===== src/eqrs_pkg.sv =====
// Constants, register map and carrier types of the egress queue rate scheduler.
package eqrs_pkg;
  localparam int unsigned NUM_PORTS  = 2;
  localparam int unsigned NUM_QUEUES = 4;
  localparam int unsigned RATIO_W    = 7;
  localparam int unsigned REG_W      = 16;
  localparam int unsigned ADDR_W     = 12;

  // Register indices; the byte address on the bus is four times the index.
  localparam logic [ADDR_W-1:0] IDX_P1_HIGH = 12'h00c8;
  localparam logic [ADDR_W-1:0] IDX_P1_LOW  = 12'h00ca;
  localparam logic [ADDR_W-1:0] IDX_P2_HIGH = 12'h00cc;
  localparam logic [ADDR_W-1:0] IDX_P2_LOW  = 12'h00ce;
  localparam logic [ADDR_W-1:0] ADDR_P1_HIGH = IDX_P1_HIGH << 2;
  localparam logic [ADDR_W-1:0] ADDR_P1_LOW  = IDX_P1_LOW << 2;
  localparam logic [ADDR_W-1:0] ADDR_P2_HIGH = IDX_P2_HIGH << 2;
  localparam logic [ADDR_W-1:0] ADDR_P2_LOW  = IDX_P2_LOW << 2;
  // Read-only allowance status, one word per port.
  localparam logic [ADDR_W-1:0] ADDR_P1_ALLOW = 12'h0400;
  localparam logic [ADDR_W-1:0] ADDR_P2_ALLOW = 12'h0404;

  // Field layout inside each 16-bit rate register and the allowance status word.
  localparam int unsigned UPPER_MODE_BIT  = 15;
  localparam int unsigned UPPER_RATIO_LSB = 8;
  localparam int unsigned LOWER_MODE_BIT  = 7;
  localparam int unsigned LOWER_RATIO_LSB = 0;
  localparam int unsigned ALLOW_STRIDE    = 8;

  // Reset values: all queues in ratio mode, q2 = 4, q3 = 8, q0 = 1, q1 = 2.
  localparam logic [REG_W-1:0] HIGH_RST = 16'h8488;
  localparam logic [REG_W-1:0] LOW_RST  = 16'h8182;

  // Scheduling period.
  localparam int unsigned CLK_MHZ       = 25;
  localparam int unsigned PERIOD_US     = 100;
  localparam int unsigned PERIOD_CYCLES = PERIOD_US * CLK_MHZ;

  typedef struct packed {
    logic [NUM_QUEUES-1:0] nonempty;
    logic                  tx_req;
  } eqrs_port_req_t;

  typedef struct packed {
    logic       valid;
    logic [1:0] queue;
  } eqrs_grant_t;
endpackage


===== src/eqrs_sched.sv =====
// Egress queue rate scheduler for switch ports 1 and 2 with its APB register file.
//
// Behaviour
// - First register holds queue 2 and 3 settings.
// - Queue 2 mode bit 15; strict beats lower.
// - Queue 2 ratio bits 14:8, reset 4.
// - Queue 3 mode bit 7; strict drains first.
// - Queue 3 ratio bits 6:0, reset 8.
// - Second register holds queue 0 and 1 settings.
// - Queue 0 mode bit 15; strict lowest priority.
// - Queue 0 ratio bits 14:8, reset 1.
// - Queue 1 mode bit 7; strict before queue 0.
// - Queue 1 ratio bits 6:0, reset 2.
module eqrs_sched #(
  parameter int unsigned PERIOD_CYCLES = eqrs_pkg::PERIOD_CYCLES
) (
  // Clock and reset.
  input  wire logic                              pclk,
  input  wire logic                              presetn,
  // APB slave.
  input  wire logic                              psel,
  input  wire logic                              penable,
  input  wire logic                              pwrite,
  input  wire logic [eqrs_pkg::ADDR_W-1:0]       paddr,
  input  wire logic [31:0]                       pwdata,
  input  wire logic [3:0]                        pstrb,
  output logic      [31:0]                       prdata,
  output logic                                   pready,
  output logic                                   pslverr,
  // Per-port queue state and grants.
  input  eqrs_pkg::eqrs_port_req_t               port_req [eqrs_pkg::NUM_PORTS],
  output eqrs_pkg::eqrs_grant_t                  grant    [eqrs_pkg::NUM_PORTS]
);
  localparam int unsigned NP  = eqrs_pkg::NUM_PORTS;
  localparam int unsigned NQ  = eqrs_pkg::NUM_QUEUES;
  localparam int unsigned RW  = eqrs_pkg::RATIO_W;
  localparam int unsigned PCW = (PERIOD_CYCLES > 1) ? $clog2(PERIOD_CYCLES) : 1;
  localparam logic [PCW-1:0] PERIOD_LAST = PCW'(PERIOD_CYCLES - 1);

  if (PERIOD_CYCLES < 2) begin : g_period_check
    $error("PERIOD_CYCLES must be at least 2");
  end

  // Mode bit of a queue: 1 is ratio mode, 0 is strict priority.
  function automatic logic queue_ratio_mode(input logic [15:0] hi, input logic [15:0] lo, input int q);
    unique case (q)
      0:       return lo[eqrs_pkg::UPPER_MODE_BIT];
      1:       return lo[eqrs_pkg::LOWER_MODE_BIT];
      2:       return hi[eqrs_pkg::UPPER_MODE_BIT];
      default: return hi[eqrs_pkg::LOWER_MODE_BIT];
    endcase
  endfunction

  // Packet allowance of a queue per period.
  function automatic logic [6:0] queue_ratio(input logic [15:0] hi, input logic [15:0] lo, input int q);
    unique case (q)
      0:       return lo[eqrs_pkg::UPPER_RATIO_LSB +: 7];
      1:       return lo[eqrs_pkg::LOWER_RATIO_LSB +: 7];
      2:       return hi[eqrs_pkg::UPPER_RATIO_LSB +: 7];
      default: return hi[eqrs_pkg::LOWER_RATIO_LSB +: 7];
    endcase
  endfunction

  // Highest-numbered eligible queue wins; bit 2 of the result flags a winner.
  function automatic logic [2:0] pick_queue(input logic [3:0] elig);
    logic [2:0] res;
    res = 3'h0;
    for (int q = 0; q < 4; q++) begin
      if (elig[q]) begin
        res = {1'b1, 2'(q)};
      end
    end
    return res;
  endfunction

  logic [15:0]    high_r    [NP];
  logic [15:0]    high_nxt  [NP];
  logic [15:0]    low_r     [NP];
  logic [15:0]    low_nxt   [NP];
  logic [RW-1:0]  allow_r   [NP][NQ];
  logic [RW-1:0]  allow_nxt [NP][NQ];
  logic [PCW-1:0] period_r;
  logic [PCW-1:0] period_nxt;
  logic           period_end;
  logic [NQ-1:0]  elig      [NP];
  eqrs_pkg::eqrs_grant_t grant_r   [NP];
  eqrs_pkg::eqrs_grant_t grant_nxt [NP];
  logic [31:0]    prdata_r;
  logic [31:0]    prdata_nxt;
  logic           pready_r;
  logic           pready_nxt;
  logic           pslverr_r;
  logic           pslverr_nxt;
  logic           wr_en;
  logic           setup;

  assign setup  = psel && !penable;
  assign wr_en  = psel && penable && pready_r && pwrite;
  assign period_end = (period_r == PERIOD_LAST);

  // Register file: byte lanes 0 and 1 carry the 16-bit rate registers.
  always_comb begin
    for (int p = 0; p < NP; p++) begin
      high_nxt[p] = high_r[p];
      low_nxt[p]  = low_r[p];
    end
    if (wr_en) begin
      for (int p = 0; p < NP; p++) begin
        if (paddr == ((p == 0) ? eqrs_pkg::ADDR_P1_HIGH : eqrs_pkg::ADDR_P2_HIGH)) begin
          if (pstrb[0]) high_nxt[p][7:0]  = pwdata[7:0];
          if (pstrb[1]) high_nxt[p][15:8] = pwdata[15:8];
        end
        if (paddr == ((p == 0) ? eqrs_pkg::ADDR_P1_LOW : eqrs_pkg::ADDR_P2_LOW)) begin
          if (pstrb[0]) low_nxt[p][7:0]  = pwdata[7:0];
          if (pstrb[1]) low_nxt[p][15:8] = pwdata[15:8];
        end
      end
    end
  end

  // Read data and answer are prepared in the setup cycle; every access takes one access cycle.
  always_comb begin
    prdata_nxt  = prdata_r;
    pready_nxt  = setup;
    pslverr_nxt = 1'b0;
    if (setup) begin
      prdata_nxt = 32'h0000_0000;
      unique case (paddr)
        eqrs_pkg::ADDR_P1_HIGH:  prdata_nxt[15:0] = high_r[0];
        eqrs_pkg::ADDR_P1_LOW:   prdata_nxt[15:0] = low_r[0];
        eqrs_pkg::ADDR_P2_HIGH:  prdata_nxt[15:0] = high_r[1];
        eqrs_pkg::ADDR_P2_LOW:   prdata_nxt[15:0] = low_r[1];
        eqrs_pkg::ADDR_P1_ALLOW, eqrs_pkg::ADDR_P2_ALLOW: begin
          for (int q = 0; q < NQ; q++) begin
            prdata_nxt[q*eqrs_pkg::ALLOW_STRIDE +: RW] = allow_r[(paddr == eqrs_pkg::ADDR_P1_ALLOW) ? 0 : 1][q];
          end
        end
        default:                 pslverr_nxt = 1'b1;
      endcase
    end
  end

  // Period counter and per-port arbitration.
  always_comb begin
    period_nxt = period_end ? '0 : period_r + PCW'(1);
    for (int p = 0; p < NP; p++) begin
      logic [2:0] win;
      win = 3'h0;
      for (int q = 0; q < NQ; q++) begin
        // A nonempty strict queue is always eligible; a ratio queue only while allowance remains.
        elig[p][q] = port_req[p].nonempty[q] &&
                     (!queue_ratio_mode(high_r[p], low_r[p], q) || allow_r[p][q] != '0);
      end
      win = pick_queue(elig[p]);
      grant_nxt[p].valid = port_req[p].tx_req && win[2];
      grant_nxt[p].queue = win[1:0];
      for (int q = 0; q < NQ; q++) begin
        if (period_end) begin
          allow_nxt[p][q] = queue_ratio(high_r[p], low_r[p], q);
        end else if (grant_nxt[p].valid && grant_nxt[p].queue == 2'(q) &&
                     queue_ratio_mode(high_r[p], low_r[p], q)) begin
          allow_nxt[p][q] = allow_r[p][q] - RW'(1);
        end else begin
          allow_nxt[p][q] = allow_r[p][q];
        end
      end
    end
  end

  always_ff @(posedge pclk or negedge presetn) begin
    if (!presetn) begin
      period_r  <= '0;
      prdata_r  <= 32'h0000_0000;
      pready_r  <= 1'b0;
      pslverr_r <= 1'b0;
      for (int p = 0; p < NP; p++) begin
        high_r[p]  <= eqrs_pkg::HIGH_RST;
        low_r[p]   <= eqrs_pkg::LOW_RST;
        grant_r[p] <= '0;
        allow_r[p][0] <= eqrs_pkg::LOW_RST[eqrs_pkg::UPPER_RATIO_LSB +: 7];
        allow_r[p][1] <= eqrs_pkg::LOW_RST[eqrs_pkg::LOWER_RATIO_LSB +: 7];
        allow_r[p][2] <= eqrs_pkg::HIGH_RST[eqrs_pkg::UPPER_RATIO_LSB +: 7];
        allow_r[p][3] <= eqrs_pkg::HIGH_RST[eqrs_pkg::LOWER_RATIO_LSB +: 7];
      end
    end else begin
      period_r  <= period_nxt;
      prdata_r  <= prdata_nxt;
      pready_r  <= pready_nxt;
      pslverr_r <= pslverr_nxt;
      for (int p = 0; p < NP; p++) begin
        high_r[p]  <= high_nxt[p];
        low_r[p]   <= low_nxt[p];
        grant_r[p] <= grant_nxt[p];
        allow_r[p] <= allow_nxt[p];
      end
    end
  end

  assign prdata  = prdata_r;
  assign pready  = pready_r;
  assign pslverr = pslverr_r;
  for (genvar g = 0; g < NP; g++) begin : g_out
    assign grant[g] = grant_r[g];
  end

  for (genvar g = 0; g < NP; g++) begin : g_chk

    // One copy per queue, so that the sampled past is always taken for the queue granted now.
    for (genvar q = 0; q < NQ; q++) begin : g_q

    end
  end
endmodule


===== config.mk =====
export PLATFORM = sky130hd
export DESIGN_NAME = eqrs_sched
export DESIGN_NICKNAME = d
export VERILOG_FILES = /design/src/eqrs_pkg.sv /design/src/eqrs_sched.sv
export SDC_FILE = /design/constraint.sdc
export NUM_CORES = 1
export LEC_CHECK = 0
export ABC_AREA = 1
export ABC_CLOCK_PERIOD_IN_PS = 2950
export BUFFER_PORTS_ARGS = -buffer_cell sky130_fd_sc_hd__buf_2
export CELL_PAD_IN_SITES_DETAIL_PLACEMENT = 1
export CELL_PAD_IN_SITES_GLOBAL_PLACEMENT = 1
export CORE_MARGIN = 5
export CORE_UTILIZATION = 47
export DETAILED_ROUTE_END_ITERATION = 10
export PLACE_DENSITY_LB_ADDON = 0.1
export REMOVE_ABC_BUFFERS = 1
export SLEW_MARGIN = 20
export SYNTH_ARGS = -nofsm -noshare
export SYNTH_HDL_FRONTEND = slang
export SYNTH_SLANG_ARGS = --single-unit

===== constraint.sdc =====
create_clock -name pclk -period 2.95 [get_ports pclk]
set_input_delay 0.1475 -clock pclk [delete_from_list [all_inputs] [get_ports pclk]]
set_output_delay 0.1475 -clock pclk [all_outputs]
set_load 0.1 [all_outputs]

; After elaboration in Yosys (flattened, before gate mapping)
; Cells that the tools add are included.
[word_totals]
register_bits = 170
in_bits = 63
out_inout_bits = 40
wordCells = 168
[classes]
add_sub_neg = 9
n_lt_le_gt_ge = 1
n_eq_ne = 13
n_mux = 45
bitwise_logic = 1
n_reduce_logical = 75
[op_table]
columns = op, count
row1 = 2-to-1 mux 7 bit, 18
row2 = 2-to-1 mux 28 bit, 3
row3 = one-hot mux 7 bit (5 select lines), 2
row4 = nonzero test 7 bit, 8
row5 = subtractor 7 x 1 -> 7 bit (second input constant), 8
row6 = equality test 12 x 10 -> 1 bit (second input constant), 4
row7 = greater-or-equal comparator 32 x 2 -> 1 bit (second input constant), 1
row8 = inverter 1 -> 32 bit, 1
row9 = logical AND 1 bit, 30
row10 = equality test 12 x 11 -> 1 bit (second input constant), 2
row11 = 2-to-1 mux 3 bit, 8
row12 = AND reduction 3 bit, 8
row13 = nonzero test 2 bit, 8
row14 = adder 12 x 1 -> 12 bit (second input constant), 1
row15 = equality test 12 bit (second input constant), 1
row16 = 2-to-1 mux 12 bit, 1
row17 = 2-to-1 mux 1 bit, 11
row18 = zero test 1 bit, 9
row19 = equality test 2 bit (second input constant), 4
row20 = logical OR 1 bit, 8
row21 = one-hot mux 1 bit (4 select lines), 2
row22 = OR reduction 6 bit, 1
row23 = equality test 2 x 1 -> 1 bit (second input constant), 2
row24 = zero test 2 bit, 2
row25 = OR reduction 2 bit, 1

; Depth between registers and ports, before layout
; Gate-level depths: netlist of run 1.
[depth]
ltp_word = 12
depth_mapped = 11
ltp_nobuf = 10

; Least setup slack after synthesis of run 1
; No wires, ideal clock.
[synth_timing]
path_kind = register to register
from = register pready_r, in the netlist pready
to = register low_r[29] in the netlist's numbering
setup_time_ps = 122
arrival_time_ps = 1917
required_ps = 2828
slack_ps = 911
path_stages_with_launch = 7
path_buffers = 1
synth_period_minus_slack_ps = 2039
path_cell_list = dfrtp_1 nand4_1 nor2_1 nand2_2 buf_2 nand2_1 o21ai_1
[synth_between]
elab_chain_len = 3
[synth_lines]
columns = item, line_no
row1 = from (decl), eqrs_sched.sv:90  ; logic pready_r;
row2 = from (signal assigned), eqrs_sched.sv:188  ; pready_r <= pready_nxt;
row3 = logical AND 1 bit (2 in series), eqrs_sched.sv:98  ; assign wr_en = psel && penable && pready_r && pwrite;
row4 = AND reduction 3 bit (no source line), n/a
row5 = "to (signal, indexed assignment)", eqrs_sched.sv:178  ; low_r[p] <= eqrs_pkg::LOW_RST;
row6 = "to (signal, indexed assignment)", eqrs_sched.sv:192  ; low_r[p] <= low_nxt[p];
row7 = to (decl), eqrs_sched.sv:78  ; logic [15:0] low_r [NP];
; Every way passes these cells.
; A chain may end at the register's enable or synchronous reset.

; Final worst setup path of run 1
[layout_timing]
from = register allow_r[42] in the netlist's numbering
to = register allow_r[52] in the netlist's numbering
[layout_between]
elab_chain_len = 10
word_cells_on_any_way = 11
cone_classes = mux (3) / reduce/logical (8)
[layout_lines]
columns = item, line_no
row1 = from (decl), eqrs_sched.sv:80  ; logic [RW-1:0] allow_r [NP][NQ];
row2 = "from (signal, indexed assignment)", eqrs_sched.sv:180  ; allow_r[p][0] <= eqrs_pkg::LOW_RST[eqrs_pkg::UPPER_RATIO_LSB +: 7];
row3 = "from (signal, indexed assignment)", eqrs_sched.sv:181  ; allow_r[p][1] <= eqrs_pkg::LOW_RST[eqrs_pkg::LOWER_RATIO_LSB +: 7];
row4 = "from (signal, indexed assignment)", eqrs_sched.sv:182  ; allow_r[p][2] <= eqrs_pkg::HIGH_RST[eqrs_pkg::UPPER_RATIO_LSB +: 7];
row5 = nonzero test 7 bit *, eqrs_sched.sv:152  ; (!queue_ratio_mode(high_r[p], low_r[p], q) || allow_r[p][q] != '0);
row6 = logical OR 1 bit *, eqrs_sched.sv:152
row7 = logical AND 1 bit *, eqrs_sched.sv:151  ; elig[p][q] = port_req[p].nonempty[q] &&
row8 = 2-to-1 mux 3 bit * (3 in series), eqrs_sched.sv:69  ; if (elig[q]) begin
row9 = zero test 2 bit or logical AND 1 bit (tied branches), "eqrs_sched.sv:160, eqrs_sched.sv:155"
row10 = logical AND 1 bit * (2 in series), eqrs_sched.sv:160  ; end else if (grant_nxt[p].valid && grant_nxt[p].queue == 2'(q) &&
row11 = nonzero test 2 bit (no source line) *, n/a
; Mark *: on every way between the ends. The rest lies on a longest branch, timed or not.

==> results of run 1 <==
## worst max-delay path, stage by stage, from the launching register on
cell and delay [ns]:
dfrtp_1 0.44, inv_1 0.13, ha_1 0.17, nand3_1 0.09, o21ai_0 0.51, nand2_1 0.17, nand4_2 0.24, nand2_2 0.16
nand2_1 0.10, nand2_1 0.05
## area by class of cell
| class | count | area [sq um] | share of cell area [%] |
|---|---|---|---|
| clock buffer | 23 | 488 | 4.54 |
| sequential | 170 | 4280 | 39.9 |
| tap | 270 | 338 | 3.14 |
| inverter | 107 | 402 | 3.74 |
| multi-input combinational | 941 | 4580 | 42.6 |
| timing repair buffer | 94 | 547 | 5.09 |
| clock inverter | 9 | 113 | 1.05 |
## flip-flops by register name, summed over array words and instances (netlist names)
signal    count
period_r     12
allow_r      56
grant         6
high_r       32
prdata       30
pready        1
low_r        32
pslverr       1
## worst max-delay path by stage
stage,depth (start not counted),slack [ns],to,from
2_1_floorplan,6,0.62,allow_r[0],period_r[0]
3_3_place_gp,9,0.84,allow_r[55],allow_r[42]
3_5_place_dp,8,0.73,high_r[19],paddr[2]
4_1_cts,9,0.75,allow_r[53],allow_r[42]
5_1_grt,9,0.56,allow_r[52],allow_r[42]
6_report,9,0.77,allow_r[52],allow_r[42]
## cells by family after synthesis
group                      after synthesis  synth area share, %
and+or+nand+nor                        743                 34.2
DFF                                    170                 45.1
buffers and inverters                  146                 6.86
AOI/OAI and AO/OA                      134                 7.41
xor gates and xnor gates                45                 4.15
adders and majority gates               17                 2.24
other                                    1               0.0394
## per-layer routing
layer,routed length (um),vias up,global-route usage (%),part of all wire (%)
li1,-,4173,-,-
met1,14300,4300,37.1,46
met2,14200,234,42.9,46
met3,1560,60,4.37,5.0
met4,1060,0,10.4,3.4
met5,0,-,0,0
## timing repair
action,4_1_cts,5_1_grt
gates resized for setup,0,0
hold endpoints to repair,47,0
hold buffers,1,0
endpoints found under the setup margin,0,0
## where the power goes
group	switching, mW	internal [mW]
Combinational	0.398	0.0789
Clock	0.974	1.34
Sequential	0.0147	2.36
## stage by stage
step	setup WS [ns]	instances	utilization, %
floorplan	0.620	1218	-
global placement	0.840	1581	50.4
detailed placement	0.726	1581	50.4
CTS	0.754	1614	53.5
global route	0.560	1614	53.5
finish	0.772	1614	53.5
## cell usage after synthesis, types with 4 or more instances
| cell type | instances | share of area, % |
|---|---|---|
| a21oi_1 | 22 | 1.2 |
| nor2_1 | 115 | 4.5 |
| dfstp_2 | 24 | 6.6 |
| nand2_2 | 17 | 1.1 |
| xnor2_1 | 8 | 0.74 |
| clkbuf_1 | 7 | 0.28 |
| o21ai_0 | 58 | 3.1 |
| nor2_2 | 10 | 0.66 |
| o21ai_1 | 40 | 2.1 |
| nor3_1 | 13 | 0.68 |
| nand3_1 | 97 | 5.1 |
| nand2_1 | 443 | 17 |
| o211ai_1 | 4 | 0.32 |
| inv_1 | 98 | 3.9 |
| inv_2 | 8 | 0.32 |
| nand4_1 | 26 | 1.7 |
| nand4_2 | 7 | 0.92 |
| xor2_1 | 37 | 3.4 |
| o31ai_1 | 5 | 0.39 |
| ha_1 | 17 | 2.2 |
| buf_4 | 8 | 0.63 |
| dfrtp_1 | 146 | 38 |
| buf_2 | 17 | 0.89 |
| buf_6 | 7 | 0.83 |
==> flow_summary.yaml, run 1 <==
critical_path:
  cp_max_fo: 8
  crit_arrival_ns: 2.50
  worst_setup_path_end_kind: "register"
  worstSetupStartpointType: "register"
  r2r_setup_slack_ns: 0.77
  cp.required_ns: 3.27
  r2r-end: "allow_r[52]"
  reg2reg_depth: 9
  critPathKind: "register to register"
  worstReg2RegStart: "allow_r[42]"
outcome:
  status: "completed"
placed_design:
  numPortBuffers: 82
  place_area_sq_um: 10100
  hpwlAfterDp_um: 23000
  place_congestion: 0.883
power:
  p_per_area_nw_per_um2: 481
  power_mw: 5.17
  peakVddDrop_v: 0.000398
  total_leakage_power_nw: 5.47
sta:
  fin_worst_skew_ns: 0.0104
  fmax_ghz: 0.459
  setup-tns-final_ns: 0
  finalSetupViolCount: 0
  timing.final.crit_period_ns: 2.18
  hold_viol: 0
  drv_slew: 0
  tightest_slew_ns: 0.811
  rsz0062_at_grt: "false"
  hold_slack_ns: 0.0290
  fin_crit_sh_pct: 73.8
  slew_headroom_pct: 45.5
drt:
  vias: 8767
  drt_iter0_drc: 471
  ant_nets: 0
  totalWireLength_um: 31100
  drcViolationCount: 0
  avgRoutedWirePerCell_um: 19.3
  via_per_inst: 5.43
  drt_first_pass_iters: 4
global_route:
  grt_pass1_vias: 9057
  grt_pass1_wl_um: 49800
  grt_max_degree: 60
  antenna_found_initial: 0
  overflow: 0
  grtUsageTotal_pct: 27.0
final_layout:
  drive_above_1_share_pct: 14.9
  fin_nets: 1411
  final_area_sq_um: 10700
  final_cell_mix: "443 x nand2_1, 146 x dfrtp_1, 114 x nor2_1, 98 x inv_1, 97 x nand3_1"
  antenna_cells: 0
  syn_to_final_growth_pct: 13.1
  fillers: 2560
  mostFrequentLayoutCell: "nand2_1"
logic_synthesis:
  async_reset_ff_share_pct: 100
  synth-edff-count: 0
  ys_seq_elements: 170
  yosys_warnings: 0
  synth_seq_area_share_pct: 45.1
  syn-cell-area_sq_um: 9510
  syn_inst: 1256
  synth.distinct_cells: 39
  synth_area_per_cell_sq_um: 7.57
  synth_ff_type: "dfrtp_1"
clock_network:
  cts_tree: "done"
  cts_buffer_depth: 2
  cts_root_buf: "clkbuf_16"
  cts.sinks: 170
  htreeDepth: 4
  clk_pin_slew_worst_paths_ns: 0.07
  cts_setup_buffers: 0
  tritoncts.num_buffers: 17
  clock_latency_ns: 0.44
worst_hold_path:
  whs_path_depth: 3
  holdPathEnd: "low_r[20]"
  min_from: "pwdata[4]"
  min_path_type: "primary input to register"
floorplanning:
  fp.dieH_um: 152
  dieArea_sq_um: 23200
  ios: 103
  num_rows: 52
  fp.coreArea_sq_um: 20100
  die_w_um: 152
  start_util_pct: 47.3
run:
  cap_violations: 0
Power figures use the tool's default switching activity.
==> run 2, diff against run 1 <==
Settings changed: ABC_CLOCK_PERIOD_IN_PS 2950 to 1920, CORE_UTILIZATION 47 to 39.
Clock period 2.95 ns to 1.92 ns, I/O delays scaled along.
==> flow_summary.yaml, run 2 (synthesis gave the netlist of run 1 again) <==
outcome:
  status: "completed"
critical_path:
  critPathKind: "register to register"
  worstSetupStartpointType: "register"
  cp_common_cell: "nand2_1"
  worst_setup_path_end_kind: "register"
  crit_arrival_ns: 2.23
  slowest_delay_ns: 0.41
  crit_chain: "ha_4 -> nand3_1 -> nor4_4 -> nand2_4 -> inv_2 -> buf_12 -> nand2_1 -> nand2_1 -> nand2_1 -> nand2_1"
  cp_max_fo: 15
  slowest_stage: "dfrtp_1"
  cp.required_ns: 2.30
  r2r_setup_slack_ns: 0.08
global_route:
  overflow: 0
  grt_pass1_vias: 9290
  antenna_found_initial: 0
  grt_pass1_wl_um: 52900
  grtUsageTotal_pct: 24.2
  grt_max_degree: 47
drt:
  drcViolationCount: 0
  avgRoutedWirePerCell_um: 18.9
  via_per_inst: 5.10
  drt_iter0_drc: 516
  drt_first_pass_iters: 5
  totalWireLength_um: 33300
  vias: 8975
  ant_nets: 0
final_layout:
  top_regs: "allow_r (56), high_r (32), low_r (32)"
  antenna_cells: 0
  instances_no_fill: 1761
  mostFrequentLayoutCell: "nand2_1"
  largest_reg_flops: 56
  top_register: "allow_r"
  final_cell_mix: "443 x nand2_1, 146 x dfrtp_1, 109 x nor2_1, 98 x inv_1, 97 x nand3_1"
  syn_to_final_growth_pct: 22.4
  drive_above_1_share_pct: 20.3
  fin_nets: 1504
placed_design:
  hpwlAfterDp_um: 25000
  place_inst: 1710
  place_ws_ns: -0.0127
  place_congestion: 0.871
  numPortBuffers: 82
floorplanning:
  dieArea_sq_um: 27600
  num_rows: 57
  die_w_um: 166
  fp.dieH_um: 166
  ios: 103
  fp.coreArea_sq_um: 24200
  start_util_pct: 39.3
sta:
  setup_slack_ns: 0.0793
  hold_slack_ns: 0.00950
  timing.final.crit_period_ns: 1.84
  fin_crit_sh_pct: 95.9
  fmax_ghz: 0.543
  drv_slew: 0
  fin_worst_skew_ns: 0.0138
  hold_viol: 0
  setup-tns-final_ns: 0
  finalSetupViolCount: 0
  rsz0062_at_grt: "true"
clock_network:
  clock_latency_ns: 0.45
  cts_tree: "done"
  clk_pin_slew_worst_paths_ns: 0.07
  cts_buffer_depth: 2
  htreeDepth: 4
  cts.sinks: 170
  tritoncts.num_buffers: 17
  cts_root_buf: "clkbuf_16"
power:
  peakVddDrop_v: 0.000351
  power_mw: 7.90
  p_per_area_nw_per_um2: 679
  total_leakage_power_nw: 5.93
worst_hold_path:
  min_path_type: "primary input to register"
run:
  cap_violations: 0
[run 2: cell types whose count changed in the layout (fill, tap and decap cells not counted), sizes merged]
cell         previous run  this run
buf                    93       176
dlygate4sd3             1        11
clkbuf                 23        18
clkinvlp                1         3
bufinv                  2         1
inv                   107       111
[run 2: worst paths after layout]
path                        startpoint          end  cells after the start
min in group asynchronous      presetn  period_r[9]                      2
setup reg to reg           period_r[0]  allow_r[13]                     10
hold / removal             port_req[5]     grant[5]                      2
max in group asynchronous      presetn   high_r[19]                      3
hold reg to reg             prdata[17]   prdata[17]                      2
setup / recovery           period_r[0]  allow_r[13]                     10
[run 2: metrics by stage]
step | cell area, sq um | util (%)
global route | 11600 | 48.1
CTS | 11500 | 47.7
global placement | 10800 | 44.7
finish | 11600 | 48.1
floorplan | 9260 | -
detailed placement | 10800 | 44.7
[run 2: cell type report]
cell class	count	area, sq um
well taps	324	405
repair buffers	187	1330
flip-flops and latches	170	4280
inverters	107	402
clock inverters	14	138
fillers	3013	12500
multi-input cells	941	4640
clock buffers	18	439
[run 2: report_power, final]
part	internal [mW]	switching (mW)	leakage (nW)
registers	3.63	0.0200	2.15
clock network	1.85	1.62	0.277
logic	0.158	0.627	3.50
total	5.63	2.26	5.93
[run 2: worst max-delay path: cells and delay by family, from the launching register on]
kind | cells | cell delay (ns)
flops | 1 | 0.41
buf+inv | 2 | 0.27
fa+ha+maj | 1 | 0.19
simple gates | 7 | 0.91
[run 2: routing by layer]
layer  vias up  track usage, %  share of wire (%)
li1       4357               -                  -
met1      4437            34.4                 48
met2       151            39.3                 47
met3        30            3.59                3.7
met4         0            5.34                1.4
met5         -               0                  0
[run 2: timing repair]
action | in CTS | in global routing
resized for setup | 4 | 19
endpoints found under the hold margin | 178 | 0
setup buffers | 1 | 7
pin swaps | 2 | 5
hold buffers | 11 | 0
endpoints found under the setup margin | 14 | 42
==> run 3, diff against run 2 <==
Settings changed: ABC_CLOCK_PERIOD_IN_PS 1920 to 2100, CORE_UTILIZATION 39 to 44, MAX_ROUTING_LAYER set to met4.
Clock period 1.92 ns to 2.1 ns, I/O delays scaled along.
==> flow_summary.yaml, run 3 (synthesis gave the netlist of run 1 again) <==
critical_path:
  cp_max_fo: 8
  critPathKind: "register to register"
  worst_setup_path_end_kind: "register"
  worstSetupStartpointType: "register"
  crit_arrival_ns: 2.42
  cp.required_ns: 2.47
global_route:
  antenna_found_initial: 0
  grt_pass1_wl_um: 50300
  grt_pass1_vias: 9039
  overflow: 0
  grt_max_degree: 53
  grtUsageTotal_pct: 27.2
placed_design:
  place_congestion: 0.876
  hpwlAfterDp_um: 23500
  place_inst: 1609
  place_area_sq_um: 10300
  numPortBuffers: 82
  place_ws_ns: 0.0400
sta:
  fmax_ghz: 0.487
  hold_slack_ns: 0.00611
  finalSetupViolCount: 0
  setup_slack_ns: 0.0462
  setup-tns-final_ns: 0
  fin_crit_sh_pct: 97.8
  timing.final.crit_period_ns: 2.05
  rsz0062_at_grt: "true"
  hold_viol: 0
  tightest_slew_ns: 0.538
  slew_headroom_pct: 64.2
  drv_slew: 0
  fin_worst_skew_ns: 0.0121
clock_network:
  cts_root_buf: "clkbuf_16"
  clock_latency_ns: 0.44
  cts_tree: "done"
  tritoncts.num_buffers: 17
  cts.sinks: 170
  clk_pin_slew_worst_paths_ns: 0.07
  htreeDepth: 4
  cts_buffer_depth: 2
final_layout:
  mostFrequentLayoutCell: "nand2_1"
  antenna_cells: 0
  final_cell_mix: "443 x nand2_1, 146 x dfrtp_1, 113 x nor2_1, 98 x inv_1, 97 x nand3_1"
  top_regs: "allow_r (56), high_r (32), low_r (32)"
  utilization_pct: 52.1
  top_register: "allow_r"
  multi_input_area_sq_um: 4590
  drive_above_1_share_pct: 16.4
  instances_no_fill: 1652
  fin_nets: 1444
  fillers: 2693
  final_area_sq_um: 11000
  final-seq-area_sq_um: 4280
  syn_to_final_growth_pct: 16.0
  largest_reg_flops: 56
drt:
  avgRoutedWirePerCell_um: 19.3
  totalWireLength_um: 31900
  drcViolationCount: 0
  ant_nets: 0
  via_per_inst: 5.35
  drt_iter0_drc: 579
  vias: 8838
  drt_first_pass_iters: 5
worst_hold_path:
  min_path_type: "primary input to register"
power:
  power_mw: 7.17
  total_leakage_power_nw: 5.61
  peakVddDrop_v: 0.000451
  p_per_area_nw_per_um2: 650
outcome:
  status: "completed"
floorplanning:
  ios: 103
  die_w_um: 157
  start_util_pct: 44.9
  fp.dieH_um: 157
  fp.coreArea_sq_um: 21200
  dieArea_sq_um: 24600
  num_rows: 53
run:
  cap_violations: 0
run 3: changes by cell type in the layout (fill, tap and decap cells not counted), moves of 3 or more:
cell and change:
buf_4 -54, nor2_1 +4, buf_12 -3, buf_6 -3
nor2_2 -3, o21ai_0 +3, o21ai_1 -3
run 3: cell type report:
class | instances | share of cell area [%]
Multi-Input combinational cell | 941 | 41.6
Clock buffer | 19 | 4.11
Tap cell | 275 | 3.12
Inverter | 107 | 3.64
Timing Repair Buffer | 127 | 7.54
Clock inverter | 13 | 1.09
Sequential cell | 170 | 38.8
run 3: power breakdown:
group	internal [mW]	leakage (nW)	switching, mW
combinational	0.136	3.18	0.566
sequential	3.32	2.15	0.0200
clock	1.70	0.276	1.43
run 3: repair_timing:
item,4_1_cts,5_1_grt
setup endpoints to repair,0,22
resized for setup,0,4
hold buffers,11,0
setup buffers,0,0
endpoints found under the hold margin,57,0
run 3: worst max-delay path, stage by stage, from the launching register on:
cell and delay (ns):
dfrtp_1 0.42, inv_1 0.14, ha_1 0.18, nand3_1 0.10
nor2_1 0.13, nor2_1 0.08, nor2_2 0.23, nand4_2 0.30
nand2_2 0.25, nand2_1 0.09, nand2_1 0.07
run 3: worst paths after layout:
path,startpoint,endpoint,slack (ns),depth (start not counted)
max,allow_r[1],allow_r[25],0.05,10
min,pwdata[5],low_r[21],0.006,3
max reg2reg,allow_r[1],allow_r[25],0.05,10
min reg2reg,period_r[0],period_r[0],0.46,1
max in group asynchronous,presetn,allow_r[43],1.14,3
min in group asynchronous,presetn,period_r[10],0.20,2
run 3: per-layer routing:
metal | GRT usage (%) | wire, um | vias up
met4 | 8.97 | 892 | 0
met2 | 43.1 | 15000 | 185
met3 | 3.41 | 1420 | 45
li1 | - | - | 4237
met1 | 36.6 | 14600 | 4371
met5 | - | 0 | -
